--- src/tpg_pkg.sv ---
// shared constants and carrier types of the converter test pattern generator
// assumes a 32-bit classic wishbone register bus with one register per word
package tpg_pkg;

  localparam int SAMPLE_W = 14;
  localparam int WB_ADR_W = 15;
  localparam int IDX_W = 13;

  // register indices; the byte address on the bus is four times the index
  localparam logic [IDX_W-1:0] IDX_DDC0_TEST = 13'h0327;
  localparam logic [IDX_W-1:0] IDX_DDC1_TEST = 13'h0347;
  localparam logic [IDX_W-1:0] IDX_DDC2_TEST = 13'h0367;
  localparam logic [IDX_W-1:0] IDX_DDC3_TEST = 13'h0387;
  localparam logic [IDX_W-1:0] IDX_TMODE_A = 13'h0550;
  localparam logic [IDX_W-1:0] IDX_UPAT0 = 13'h0551;
  localparam logic [IDX_W-1:0] IDX_UPAT7 = 13'h0558;
  localparam logic [IDX_W-1:0] IDX_TMODE_B = 13'h05F0;

  // field positions
  localparam int TM_PN_LONG_RST = 4;
  localparam int TM_PN_SHORT_RST = 5;
  localparam int TM_USER_SINGLE = 7;
  localparam int DDC_EN_I_BIT = 0;
  localparam int DDC_EN_Q_BIT = 2;

  localparam logic [7:0] REG_RESET = 8'h00;

  // pattern mode codes
  localparam logic [3:0] MODE_OFF = 4'h0;
  localparam logic [3:0] MODE_MID = 4'h1;
  localparam logic [3:0] MODE_POS_FS = 4'h2;
  localparam logic [3:0] MODE_NEG_FS = 4'h3;
  localparam logic [3:0] MODE_CHECKER = 4'h4;
  localparam logic [3:0] MODE_PN_LONG = 4'h5;
  localparam logic [3:0] MODE_PN_SHORT = 4'h6;
  localparam logic [3:0] MODE_TOGGLE = 4'h7;
  localparam logic [3:0] MODE_USER = 4'h8;
  localparam logic [3:0] MODE_RAMP = 4'hF;

  // pattern words
  localparam logic [13:0] PAT_MID = 14'h0000;
  localparam logic [13:0] PAT_POS_FS = 14'h1FFF;
  localparam logic [13:0] PAT_NEG_FS = 14'h2000;
  localparam logic [13:0] PAT_CHECK_0 = 14'h1555;
  localparam logic [13:0] PAT_CHECK_1 = 14'h2AAA;
  localparam logic [13:0] PAT_ZEROS = 14'h0000;
  localparam logic [13:0] PAT_ONES = 14'h3FFF;

  localparam logic [22:0] PN_LONG_SEED = 23'h003AFF;
  localparam logic [8:0] PN_SHORT_SEED = 9'h092;
  localparam logic [13:0] RAMP_RESET = 14'h0000;

  typedef struct packed {
    logic [13:0] a;
    logic [13:0] b;
  } adc_pair_t;

  typedef struct packed {
    logic [13:0] i;
    logic [13:0] q;
    logic fmt_i;
    logic fmt_q;
    logic tst_i;
    logic tst_q;
  } sample_t;

endpackage

--- src/user_pattern_mem.sv ---
// eight-byte store for the four user pattern words, with registered reads
// assumes writes come from the register bus and word reads from the generator
`timescale 1ns/10ps
module user_pattern_mem (
  input wire logic clk_i,
  input wire logic rst_i,
  input wire logic wr_en_i,
  input wire logic [2:0] wr_addr_i,
  input wire logic [7:0] wr_data_i,
  input wire logic [1:0] word_addr_i,
  output logic [15:0] word_o,
  input wire logic [2:0] byte_addr_i,
  output logic [7:0] byte_o
);
  import tpg_pkg::*;

  typedef struct packed {
    logic [7:0][7:0] bytes;
    logic [15:0] word;
    logic [7:0] rbyte;
  } mem_state_t;

  mem_state_t st_r;
  mem_state_t st_nxt;

  always_comb begin
    st_nxt = st_r;
    if (wr_en_i) begin
      st_nxt.bytes[wr_addr_i] = wr_data_i;
    end
    // word k is the byte pair at 2k+1 (high) and 2k (low)
    st_nxt.word = {st_r.bytes[{word_addr_i, 1'b1}], st_r.bytes[{word_addr_i, 1'b0}]};
    st_nxt.rbyte = st_r.bytes[byte_addr_i];
  end

  always_ff @(posedge clk_i) begin
    if (rst_i) begin
      st_r <= '0;
    end else begin
      st_r <= st_nxt;
    end
  end

  assign word_o = st_r.word;
  assign byte_o = st_r.rbyte;

endmodule
--- config.mk ---
export PLATFORM = sky130hd
export DESIGN_NAME = user_pattern_mem
export DESIGN_NICKNAME = d
export VERILOG_FILES = /design/src/tpg_pkg.sv /design/src/user_pattern_mem.sv
export SDC_FILE = /design/constraint.sdc
export NUM_CORES = 1
export LEC_CHECK = 0
export ABC_AREA = 1
export ABC_CLOCK_PERIOD_IN_PS = 2700
export BUFFER_PORTS_ARGS = -buffer_cell sky130_fd_sc_hd__clkbuf_2
export CAP_MARGIN = 20
export CORE_MARGIN = 2
export CORE_UTILIZATION = 40
export DETAILED_ROUTE_END_ITERATION = 7
export PLACE_DENSITY = 0.64
export RECOVER_POWER = 50
export SYNTH_ARGS = -nofsm -noshare
export SYNTH_HDL_FRONTEND = slang
export SYNTH_SLANG_ARGS = --single-unit
--- constraint.sdc ---
create_clock -name clk_i -period 2.7 [get_ports clk_i]
set_input_delay 0.81 -clock clk_i [delete_from_list [all_inputs] [get_ports clk_i]]
set_output_delay 0.81 -clock clk_i [all_outputs]
set_load 0.005 [all_outputs]
==> impl_metrics.yaml <==
setup_path:
  end_kind: "flop"
  cp-start-kind: "input port"
  crit_fanout: 32
  cp_data_required_time_ns: 2.96
  worst-endpoint-arrival_ns: 2.24
  crit_type: "in2reg"
routing:
  num_vias: 3685
  antenna_left: 0
  drtPass1Iterations: 5
  drc: 0
  wl_per_cell_um: 15.1
  wl_um: 10800
  drt-vias-per-instance: 5.17
  drtIter0Drc: 237
synthesis:
  synthSimpleGateAreaFrac_pct: 15.3
  synth_top_cell_by_area: "dfxtp_1"
  synth-adder-area-share_pct: 0
  yosys-top-cells-area: "dfxtp_1 (43%), a21oi_1 (14%), o21ai_0 (8.3%)"
  syn_area_mm2: 0.00411
  synth-seq-cells: 88
  yosys_warnings: 0
  syn_avg_cell_area_um2: 7.05
  synth_top_family_by_area: "compound AO/OA/AOI/OAI gates"
  synth.top_cell.area_share_pct: 42.9
  synthesis.nets: 601
  netlist_instances: 582
  synth_compound_area_share_pct: 25.4
  synth_cell_types: 17
  seq_area_frac_synth_pct: 42.9
  synth_xor_xnor_area_share_pct: 0
  synth.area.mux_share_pct: 0
final_layout:
  drive_gt1_share_pct: 8.97
  final_net_count: 595
  synthToLayoutAreaGrowth_pct: 4.66
  layout_common_cells: "a21oi_1 (112), nand2_1 (89), dfxtp_1 (88)"
  n_antenna_cell: 0
  final_common_cell: "a21oi_1"
power_and_ir_drop:
  p_sw_uw: 686
  seq_power_share_pct: 51.7
  sw_frac_of_total_pct: 25.8
  ir_drop_uv: 420
  power_uw: 2650
  combPwrFrac_pct: 12.2
  power_density_mw_per_mm2: 618
  internal-power_uw: 1970
  power_frac_clock_pct: 36.1
  leakagePower_uw: 0.00177
timing:
  hold_violations: 0
  worstMarginPinSlew_ns: 1.11
  fin_setup_tns_ns: 0
  drv_slew: 0
  rsz0062_at_grt: "no"
  setup_ws_ns: 0.720
  fmax_ghz: 0.505
  fin_crit_sh_pct: 73.3
  period_needed_ns: 1.98
  final-setup-viol-count: 0
  clock_skew_ns: 0.0107
  slew_headroom_pct: 25.7
grt:
  grt_max_degree: 73
  antenna_found_initial: 0
  grt_pass1_vias: 3480
  grt_overflow: 0
  grt_pass1_wl_um: 17500
  grt_usage_pct: 20.1
cts:
  post_cts_buffers: 0
  cts.sinks: 88
  root_buffer: "clkbuf_8"
  clk-insertion-delay-late_ns: 0.36
  clockBufferDepth: 2
  cts_tree: "yes"
  cts_buffers: 9
  cts.hold.buffers_added: 0
  cts_resized: 0
  htreeDepth: 3
  path_clk_slew_ns: 0.09
placed_design:
  numPortBuffers: 42
  place_congestion: 0.792
  hpwl_um: 7090
  pre_cts_ws_ns: 0.639
die:
  fp.dieH_um: 105
  start_util_pct: 41.6
  num_rows: 36
  io_pins: 43
  die_x_um: 105
  die_area_mm2: 0.0111
  core_mm2: 0.00986
status:
  outcome: "finished, final reports clean"
flow_run:
  cap_violations: 0
min_path:
  hp-class: "reg2reg"
==> metrics by stage <==
step	std cells	util [%]	instance area, um2	hold WS [ns]
floorplan	582	-	4110	0.440
global placement	698	41.7	4110	0.451
detailed placement	698	41.7	4110	0.456
CTS	713	43.7	4310	0.469
global route	713	43.6	4300	0.485
finish	713	43.6	4300	0.472
==> Yosys cell counts (all sizes together) <==
cell / number
clkbuf: 10
clkinv: 1
nand3: 40
a21oi: 112
nor2: 20
inv: 73
buf: 52
o21ai: 96
dfxtp: 88
nand2: 90
==> per-layer routing <==
layer	part of all wire, %	vias up	GRT usage (%)
met5	0	-	0
met4	3.3	0	8.86
met3	7.1	35	4.64
met2	46	170	31.6
met1	43	1620	26.1
li1	-	1860	-
==> state kept, by name, indices dropped and copies added, names as in the netlist <==
register,cells
byte_o,8
word_o,16
st_r,64
==> power groups by stage <==
stage,clock [uW],combinational [uW],sequential [uW]
5_1_grt,1040,367,1380
3_3_place_gp,0,323,1400
2_1_floorplan,0,256,1400
3_5_place_dp,0,326,1400
6_report,959,324,1370
4_1_cts,980,327,1370
==> logic make-up after synthesis <==
family	Yosys count
AO/OA/AOI/OAI	208
AND/OR/NAND/NOR	150
buffers and inverters	136
flip-flops	88
==> path summary, 6_finish.rpt <==
kind                                               to                  start  cells after the start  slack [ns]
worst max-delay path             byte_o[4]$_SDFF_PP0_         byte_addr_i[0]                      7        0.72
worst min-delay path            st_r[35]$_SDFFE_PP0P_  st_r[35]$_SDFFE_PP0P_                      2        0.47
worst max register to register  word_o[11]$_SDFF_PP0_  st_r[51]$_SDFFE_PP0P_                      4        1.67
worst min register to register  st_r[35]$_SDFFE_PP0P_  st_r[35]$_SDFFE_PP0P_                      2        0.47
==> critical path, stage by stage <==
cell and delay [ns]:
clkbuf_2 0.09, inv_1 0.79, nand2_1 0.12, nand3_1 0.10
nand3_1 0.15, nand2_1 0.10, nor2_1 0.05
==> layout make-up <==
cell class	count	area [um2]
Timing Repair Buffer	45	215
Clock inverter	4	70.1
Fill cell	1050	5570
Clock buffer	11	131
Inverter	74	283
Multi-Input combinational cell	358	1670
Tap cell	133	166
Sequential cell	88	1760
Note: power is estimated with default switching activity, not from simulation.
